[config.mk]
export PLATFORM = sky130hd
export DESIGN_NAME = pwm_sync_update_ctrl
export DESIGN_NICKNAME = d
export VERILOG_FILES = /design/src/include/pwm_sync_update_pkg.sv /design/src/logic/pwm_sync_update_ctrl.sv
export VERILOG_INCLUDE_DIRS = /design/src /design/src/include
export SDC_FILE = /design/constraint.sdc
export NUM_CORES = 1
export LEC_CHECK = 0
export BUFFER_PORTS_ARGS = -buffer_cell sky130_fd_sc_hd__buf_2
export CAP_MARGIN = 20
export CELL_PAD_IN_SITES_DETAIL_PLACEMENT = 0
export CELL_PAD_IN_SITES_GLOBAL_PLACEMENT = 1
export CORE_UTILIZATION = 37
export CTS_CLUSTER_SIZE = 14
export DETAILED_ROUTE_END_ITERATION = 10
export GPL_TIMING_DRIVEN = 1
export PLACE_DENSITY = 0.79
export SYNTH_ARGS = -nofsm -noshare
export SYNTH_HDL_FRONTEND = slang
export SYNTH_SLANG_ARGS = --single-unit
[constraint.sdc]
create_clock -name clk_i -period 2 [get_ports clk_i]
set_input_delay 0 -clock clk_i [delete_from_list [all_inputs] [get_ports clk_i]]
set_output_delay 0 -clock clk_i [all_outputs]
set_load 0.05 [all_outputs]
[src/include/pwm_sync_update_map.svh]
`ifndef PWM_SYNC_UPDATE_MAP_SVH
`define PWM_SYNC_UPDATE_MAP_SVH
// Register byte addresses
`define SYNC_MODE_ADDR 32'h40094020
`define SYNC_TRIGGER_ADDR 32'h40094028
`define SYNC_PERIOD_ADDR 32'h4009402c
`define SYNC_PERIOD_BUF_ADDR 32'h40094030
`define IRQ2_ENABLE_ADDR 32'h40094034
`define IRQ2_DISABLE_ADDR 32'h40094038
`define IRQ2_MASK_ADDR 32'h4009403c
`define IRQ2_STATUS_ADDR 32'h40094040
// Mode register fields
`define SYNC_CH_MSB 7
`define MODE_LSB 16
`define MODE_MSB 17
`define REQ_MODE_BIT 20
`define CMP_SEL_LSB 21
`define CMP_SEL_MSB 23
// Trigger and period fields
`define UNLOCK_BIT 0
`define UPR_LSB 0
`define UPR_MSB 3
`define UPDATE_PERIOD_COUNTER_LSB 4
`define UPDATE_PERIOD_COUNTER_MSB 7
// Group-2 status layout
`define ST_WRITE_READY_FLAG 0
`define ST_DMA_END_OF_TX_FLAG 1
`define ST_DMA_TX_BUFFER_EMPTY_FLAG 2
`define ST_UPDATE_UNDERRUN_FLAG 3
`define CMPM_LSB 8
`define CMPM_MSB 15
`define CMPU_LSB 16
`define CMPU_MSB 23
`define IRQ2_VALID 32'h00ffff0f
`define READ_CLEAR 32'h00ffff09
// Reset values
`define ZERO32 32'h00000000
`define UPR_RESET 4'h0
`define SYNC_CH_RESET 8'h00
`define CMP_SEL_RESET 3'h0
`define DUTY_RESET 16'h0000
`endif

[src/include/pwm_sync_update_pkg.sv]
package pwm_sync_update_pkg;
   typedef enum logic [1:0] {
      manual_write_manual_update = 2'h0,
      manual_write_auto_update = 2'h1,
      dma_write_auto_update = 2'h2,
      sync_mode_reserved = 2'h3
   } sync_update_mode_t;
   typedef struct packed {
      logic [31:0] paddr;
      logic psel;
      logic penable;
      logic pwrite;
      logic [31:0] pwdata;
   } apb_req_t;
   typedef struct packed {
      logic [31:0] prdata;
      logic pready;
      logic pslverr;
   } apb_rsp_t;
   typedef struct packed {
      logic valid;
      logic [15:0] data;
   } dma_write_t;
endpackage

[src/logic/pwm_sync_update_ctrl.sv]
// Contract
// - Mode field: manual, manual/auto, DMA/auto, reserved
// - DMA mode takes duty values from DMA
// - Manual mode applies at period start after unlock
// - Auto modes apply when update period elapses
// - Mode 0 never sets write-ready or request
// - Mode 1 sets write-ready on elapse only
// - Mode 2, request mode 0: both on elapse
// - Mode 2, request mode 1: both on match
// - Compare select picks the matching unit
// - Mode 0 unlock updates period, duty, dead-time
// - Auto modes unlock updates period, dead-time only
// - Unlock self-clears when done; writing 0 ignored
// - Auto updates spaced update period plus one
// - Counter readable beside the period value
// - Period changes go through write-only buffer
// - Enable register sets mask bits by layout
// - Disable register clears mask bits
// - Mask register reads current enables
// - Status read clears write-ready, underrun, compare
// - Write-ready means new values may be written
// - Underrun flag sticky until status read
`include "pwm_sync_update_map.svh"
module pwm_sync_update_ctrl
   import pwm_sync_update_pkg::*;
(
   // Clock and reset
   input wire logic clk_i,
   input wire logic reset_i,
   // APB slave
   input wire apb_req_t apb_req_i,
   output apb_rsp_t apb_rsp_o,
   // Synchronous channel events
   input wire logic period_start_i,
   input wire logic underrun_i,
   input wire logic [7:0] cmp_match_i,
   input wire logic [7:0] cmp_update_i,
   // Peripheral DMA controller
   input wire dma_write_t dma_write_i,
   input wire logic dma_end_of_tx_i,
   input wire logic dma_tx_buffer_empty_i,
   output logic dma_req_o,
   // Update controls
   output logic [7:0] sync_channels_o,
   output logic apply_period_o,
   output logic apply_duty_o,
   output logic [15:0] duty_value_o,
   output logic irq_o
);
   sync_update_mode_t sync_update_mode;
   logic dma_request_mode;
   logic [2:0] dma_request_compare_select;
   logic [7:0] sync_channels;
   logic sync_update_unlock;
   logic [3:0] update_period_value;
   logic [3:0] update_period_counter;
   logic [3:0] update_period_buffer;
   logic buffer_pending;
   logic [31:0] irq_mask;
   logic [31:0] irq_status;
   logic [31:0] rdata;
   logic slverr;
   logic [31:0] next_rdata;
   logic next_hit;
   logic [31:0] next_status;
   logic [31:0] status_set;
   logic [31:0] status_clr;
   logic setup;
   logic wr;
   logic rd_status;
   logic auto_mode;
   logic elapsed;
   logic write_ready_set;
   logic unlock_wr;
   logic wr_mode;
   logic wr_period_buf;
   logic wr_enable;
   logic wr_disable;

   assign setup = apb_req_i.psel & ~apb_req_i.penable;
   assign wr = apb_req_i.psel & apb_req_i.penable & apb_req_i.pwrite;
   assign wr_mode = wr & (apb_req_i.paddr == `SYNC_MODE_ADDR);
   assign wr_period_buf = wr & (apb_req_i.paddr == `SYNC_PERIOD_BUF_ADDR);
   assign wr_enable = wr & (apb_req_i.paddr == `IRQ2_ENABLE_ADDR);
   assign wr_disable = wr & (apb_req_i.paddr == `IRQ2_DISABLE_ADDR);
   // Writing 0 to the unlock bit does nothing
   assign unlock_wr = wr & (apb_req_i.paddr == `SYNC_TRIGGER_ADDR) &
      apb_req_i.pwdata[`UNLOCK_BIT];
   assign rd_status = setup & ~apb_req_i.pwrite &
      (apb_req_i.paddr == `IRQ2_STATUS_ADDR);

   // Auto modes only; reserved mode does nothing
   assign auto_mode = (sync_update_mode == manual_write_auto_update) |
      (sync_update_mode == dma_write_auto_update);
   assign elapsed = period_start_i & auto_mode &
      (update_period_counter == update_period_value);

   // Write-ready source by mode and request mode
   always_comb begin
      case (sync_update_mode)
         manual_write_auto_update: begin
            write_ready_set = elapsed;
         end
         dma_write_auto_update: begin
            if (dma_request_mode) begin
               write_ready_set = cmp_match_i[dma_request_compare_select];
            end else begin
               write_ready_set = elapsed;
            end
         end
         default: begin
            write_ready_set = 1'b0;
         end
      endcase
   end

   // Mode register
   always_ff @(posedge clk_i) begin
      if (reset_i) begin
         sync_update_mode <= manual_write_manual_update;
         dma_request_mode <= 1'b0;
         dma_request_compare_select <= `CMP_SEL_RESET;
         sync_channels <= `SYNC_CH_RESET;
      end else if (wr_mode) begin
         sync_update_mode <= sync_update_mode_t'(apb_req_i.pwdata[`MODE_MSB:`MODE_LSB]);
         dma_request_mode <= apb_req_i.pwdata[`REQ_MODE_BIT];
         dma_request_compare_select <= apb_req_i.pwdata[`CMP_SEL_MSB:`CMP_SEL_LSB];
         sync_channels <= apb_req_i.pwdata[`SYNC_CH_MSB:0];
      end
   end

   assign sync_channels_o = sync_channels;

   // Unlock: a new write wins over the self-clear
   always_ff @(posedge clk_i) begin
      if (reset_i) begin
         sync_update_unlock <= 1'b0;
      end else if (unlock_wr) begin
         sync_update_unlock <= 1'b1;
      end else if (period_start_i) begin
         sync_update_unlock <= 1'b0;
      end
   end

   // Update period counter
   always_ff @(posedge clk_i) begin
      if (reset_i) begin
         update_period_counter <= `UPR_RESET;
      end else if (!auto_mode) begin
         update_period_counter <= `UPR_RESET;
      end else if (elapsed) begin
         update_period_counter <= `UPR_RESET;
      end else if (period_start_i) begin
         update_period_counter <= update_period_counter + 4'h1;
      end
   end

   // Period value moves from buffer only at a safe point
   always_ff @(posedge clk_i) begin
      if (reset_i) begin
         update_period_value <= `UPR_RESET;
      end else if (buffer_pending && (elapsed || !auto_mode)) begin
         update_period_value <= update_period_buffer;
      end
   end

   always_ff @(posedge clk_i) begin
      if (reset_i) begin
         update_period_buffer <= `UPR_RESET;
      end else if (wr_period_buf) begin
         update_period_buffer <= apb_req_i.pwdata[`UPR_MSB:`UPR_LSB];
      end
   end

   // A write in the transfer cycle keeps the new value pending
   always_ff @(posedge clk_i) begin
      if (reset_i) begin
         buffer_pending <= 1'b0;
      end else if (wr_period_buf) begin
         buffer_pending <= 1'b1;
      end else if (elapsed || !auto_mode) begin
         buffer_pending <= 1'b0;
      end
   end

   // Update strobes to the channel logic
   always_ff @(posedge clk_i) begin
      if (reset_i) begin
         apply_period_o <= 1'b0;
      end else begin
         apply_period_o <= period_start_i & sync_update_unlock;
      end
   end

   always_ff @(posedge clk_i) begin
      if (reset_i) begin
         apply_duty_o <= 1'b0;
      end else if (sync_update_mode == manual_write_manual_update) begin
         apply_duty_o <= period_start_i & sync_update_unlock;
      end else begin
         apply_duty_o <= elapsed;
      end
   end

   // DMA request and duty value
   always_ff @(posedge clk_i) begin
      if (reset_i) begin
         dma_req_o <= 1'b0;
      end else begin
         dma_req_o <= write_ready_set &
            (sync_update_mode == dma_write_auto_update);
      end
   end

   always_ff @(posedge clk_i) begin
      if (reset_i) begin
         duty_value_o <= `DUTY_RESET;
      end else if (dma_write_i.valid &&
            (sync_update_mode == dma_write_auto_update)) begin
         duty_value_o <= dma_write_i.data;
      end
   end

   // Interrupt mask
   always_ff @(posedge clk_i) begin
      if (reset_i) begin
         irq_mask <= `ZERO32;
      end else if (wr_enable) begin
         irq_mask <= irq_mask | (apb_req_i.pwdata & `IRQ2_VALID);
      end else if (wr_disable) begin
         irq_mask <= irq_mask & ~(apb_req_i.pwdata & `IRQ2_VALID);
      end
   end

   // Sticky status; a set wins over the read clear
   always_comb begin
      status_set = `ZERO32;
      status_set[`ST_WRITE_READY_FLAG] = write_ready_set;
      status_set[`ST_UPDATE_UNDERRUN_FLAG] = underrun_i;
      status_set[`CMPM_MSB:`CMPM_LSB] = cmp_match_i;
      status_set[`CMPU_MSB:`CMPU_LSB] = cmp_update_i;
      status_clr = rd_status ? `READ_CLEAR : `ZERO32;
      next_status = (irq_status & ~status_clr) | status_set;
   end

   always_ff @(posedge clk_i) begin
      if (reset_i) begin
         irq_status <= `ZERO32;
      end else begin
         irq_status <= next_status;
      end
   end

   always_ff @(posedge clk_i) begin
      if (reset_i) begin
         irq_o <= 1'b0;
      end else begin
         irq_o <= |(irq_status & irq_mask) |
            (dma_end_of_tx_i & irq_mask[`ST_DMA_END_OF_TX_FLAG]) |
            (dma_tx_buffer_empty_i & irq_mask[`ST_DMA_TX_BUFFER_EMPTY_FLAG]);
      end
   end

   // Read mux; write-only registers read as zero
   always_comb begin
      next_rdata = `ZERO32;
      next_hit = 1'b1;
      case (apb_req_i.paddr)
         `SYNC_MODE_ADDR: begin
            next_rdata[`SYNC_CH_MSB:0] = sync_channels;
            next_rdata[`MODE_MSB:`MODE_LSB] = sync_update_mode;
            next_rdata[`REQ_MODE_BIT] = dma_request_mode;
            next_rdata[`CMP_SEL_MSB:`CMP_SEL_LSB] = dma_request_compare_select;
         end
         `SYNC_TRIGGER_ADDR: begin
            next_rdata[`UNLOCK_BIT] = sync_update_unlock;
         end
         `SYNC_PERIOD_ADDR: begin
            next_rdata[`UPR_MSB:`UPR_LSB] = update_period_value;
            next_rdata[`UPDATE_PERIOD_COUNTER_MSB:`UPDATE_PERIOD_COUNTER_LSB] = update_period_counter;
         end
         `SYNC_PERIOD_BUF_ADDR, `IRQ2_ENABLE_ADDR, `IRQ2_DISABLE_ADDR: begin
            next_rdata = `ZERO32;
         end
         `IRQ2_MASK_ADDR: begin
            next_rdata = irq_mask;
         end
         `IRQ2_STATUS_ADDR: begin
            next_rdata = irq_status;
            next_rdata[`ST_DMA_END_OF_TX_FLAG] = dma_end_of_tx_i;
            next_rdata[`ST_DMA_TX_BUFFER_EMPTY_FLAG] = dma_tx_buffer_empty_i;
         end
         default: begin
            next_hit = 1'b0;
         end
      endcase
   end

   // Answer is prepared in the setup cycle
   always_ff @(posedge clk_i) begin
      if (reset_i) begin
         rdata <= `ZERO32;
         slverr <= 1'b0;
      end else if (setup) begin
         rdata <= apb_req_i.pwrite ? `ZERO32 : next_rdata;
         slverr <= ~next_hit;
      end
   end

   assign apb_rsp_o = '{prdata: rdata, pready: 1'b1, pslverr: slverr};
endmodule

==> impl_metrics.ini <==
[run_status]
outcome = finished, final reports clean

[sta]
clock_skew_ns = 0.01204
slew_headroom = 0.4495
fin_setup_tns_ns = 0
period_needed_ns = 1.685
final_max_slew_viol_count = 0
rsz0062_at_grt = no
finalSetupViolCount = 0
fmax_ghz = 0.5933
final-hold-violation-count = 0
fin_crit_sh = 0.8427
worst_pin_slew_ns = 0.8258

[cts]
clk_pin_slew_ns = 0.08
post-cts-setup-buffer-count = 0
clock-root-buffer = clkbuf_16
max-clock-path-buffers = 2
cts_buffers = 9
clock_sinks = 111
htree_num_levels = 3
cts_tree = built
clk_latency_ns = 0.36

[drt]
wl_um = 14890
drcViolationCount = 0
drtIter0Drc = 278
wire_per_inst_um = 16.29
num_vias = 4714
ant_nets = 0
viasPerCell = 5.158
first_pass_iters = 5

[place]
port_buffers = 150
dpl_cell_area_um2 = 5934
placed_cells = 838
hpwl_um = 10900
place_congestion = 0.8403

[logic_synthesis]
synthSimpleGateAreaFrac = 0.1927
synth-xor-area-share = 0.01581
ys.flop_type = dfxtp_1
synth-edff-count = 0
ys_seq_area_frac = 0.4457
syn-cell-area_um2 = 4986
yosysWarnings = 0
synth_cell_types = 52
syn_inst = 532
synthArstFlopShare = 0
synth_area_per_cell_um2 = 9.372
synth_top_family_by_area = compound AO/OA/AOI/OAI gates
ys_seq_elements = 111
synthMuxAreaShare = 0.05395
synth_compound_area_frac = 0.2346
synth_fa_ha_area_frac = 0.01004

[critical_path]
end_kind = flop
crit_slowest_cell = mux4_2
cp.arrival_ns = 1.94
required_ns = 2.25
start_kind = flop
cp_max_fo = 4
startpoint = dma_request_compare_select[1]
crit_type = flop to flop
max_stage_delay_ns = 0.52
reg2reg_from = dma_request_compare_select[1]
path_cells = mux4_2 > mux2_2 > nand3_1 > a21oi_1 > and2_1

[die]
pin_count = 168
core_area_um2 = 13190
start_util = 0.3780
rows = 42
die_y_um = 118.1
dieArea_um2 = 13940
die_x_um = 118.1

[grt]
first_global_vias = 4507
grt_pass1_wl_um = 23520
grt_max_degree = 41
grt_use_total = 0.2166
antenna_found_initial = 0
grt-ovfl-total = 0

[finish]
drive_above_1_share = 0.2818
most-common-layout-cells = buf_2 (150), dfxtp_1 (111), nand2_1 (83)
final_cells = 914
fillers = 1212
post-route-util = 0.5192
syn2layout_area_growth_pct = 37.34
num-nets-final = 843
mostFrequentLayoutCell = buf_2
final_area_um2 = 6848
diodes = 0

[pwr]
peakVddDrop_uv = 401.7
total_power_w = 0.004584
leakage_nw = 2.786
power_per_cell_area_nw_per_um2 = 669.3

[worst_hold_path]
worstHoldPathType = primary input to flop
hp-start = reset_i

[flow_run]
maxCapViolations = 0
==> cell usage after synthesis (4+ instances only) <==
| library cell | n | share of area |
|---|---|---|
| nand3_1 | 9 | 0.0090 |
| o21ai_0 | 18 | 0.018 |
| and2_1 | 4 | 0.0050 |
| xor2_1 | 6 | 0.011 |
| o2bb2ai_1 | 6 | 0.011 |
| a31o_1 | 20 | 0.035 |
| mux2i_1 | 19 | 0.038 |
| nor3_1 | 6 | 0.0060 |
| a22oi_1 | 33 | 0.050 |
| ha_1 | 4 | 0.010 |
| clkbuf_1 | 21 | 0.016 |
| a221oi_1 | 6 | 0.011 |
| nor4_4 | 5 | 0.021 |
| nor2_1 | 38 | 0.029 |
| buf_4 | 10 | 0.015 |
| a21oi_1 | 42 | 0.042 |
| buf_2 | 8 | 0.0080 |
| a22o_1 | 29 | 0.051 |
| nand2_1 | 83 | 0.062 |
| dfxtp_1 | 111 | 0.45 |
| nor2b_1 | 5 | 0.0063 |
==> cell type report <==
type / count / area (µm²) / share of cell area
multi-input cells: 382 / 2576 / 0.3762
well taps: 176 / 220.2 / 0.03216
repair buffers: 225 / 1501 / 0.2193
clock inverters: 7 / 87.58 / 0.01279
clock buffers: 9 / 225.2 / 0.03289
inverters: 4 / 15.01 / 0.002193
flip-flops and latches: 111 / 2222 / 0.3245
==> critical path, delay by kind of cell, from the launching register on <==
kind / cells / cell delay, ns
AO/OA/AOI/OAI: 1 / 0.08
multiplexers: 2 / 0.81
flip-flops: 1 / 0.43
AND/OR/NAND/NOR: 2 / 0.26
==> worst paths after layout <==
kind              depth (start not counted)  slack, ns          endpoint
hold / removal                            2       0.07         rdata[17]
setup / recovery                          5       0.31         dma_req_o
hold reg to reg                           2       0.45  duty_value_o[12]
setup reg to reg                          5       0.31         dma_req_o
==> where the power goes <==
part           switching [W]  leakage [nW]  total [W]  internal (W)
Sequential         0.0000299         0.900    0.00227       0.00224
Clock               0.000879         0.154    0.00188       0.00100
Combinational       0.000222          1.73   0.000430      0.000209
Total                0.00113          2.79    0.00458       0.00345
==> layer usage <==
metal / routed length, µm / up-vias / share of wire / track usage
met2: 7024 / 159 / 0.47 / 0.3478
met1: 6744 / 2204 / 0.45 / 0.2854
li1: - / 2329 / - / -
met3: 751 / 22 / 0.050 / 0.03876
met4: 373 / 0 / 0.025 / 0.09054
met5: 0 / - / 0 / 0
==> per-stage QoR <==
step                      setup slack, ns  hold slack (ns)
final                              0.3147          0.07253
after global routing              0.04023          0.08212
after CTS                          0.3181          0.05796
after detailed placement           0.1824           0.2210
after global placement             0.2308           0.2299
after floorplan                    0.3703           0.1304
==> cell families (layout without fill, tap and decap cells) <==
group,Yosys count,after routing
XOR/XNOR,9,9
AND/OR/NAND/NOR,173,173
flip-flops,111,111
AO/OA/AOI/OAI,163,163
multiplexers,24,24
buffers and inverters,46,245
other,2,9
adder cells (fa/ha/maj),4,4
==> timing repair <==
item                      4_1_cts  5_1_grt
gates resized for setup         0        0
hold endpoints to repair       73        0
hold buffers                   60        0
No activity file was read; power rests on OpenSTA's default activity.
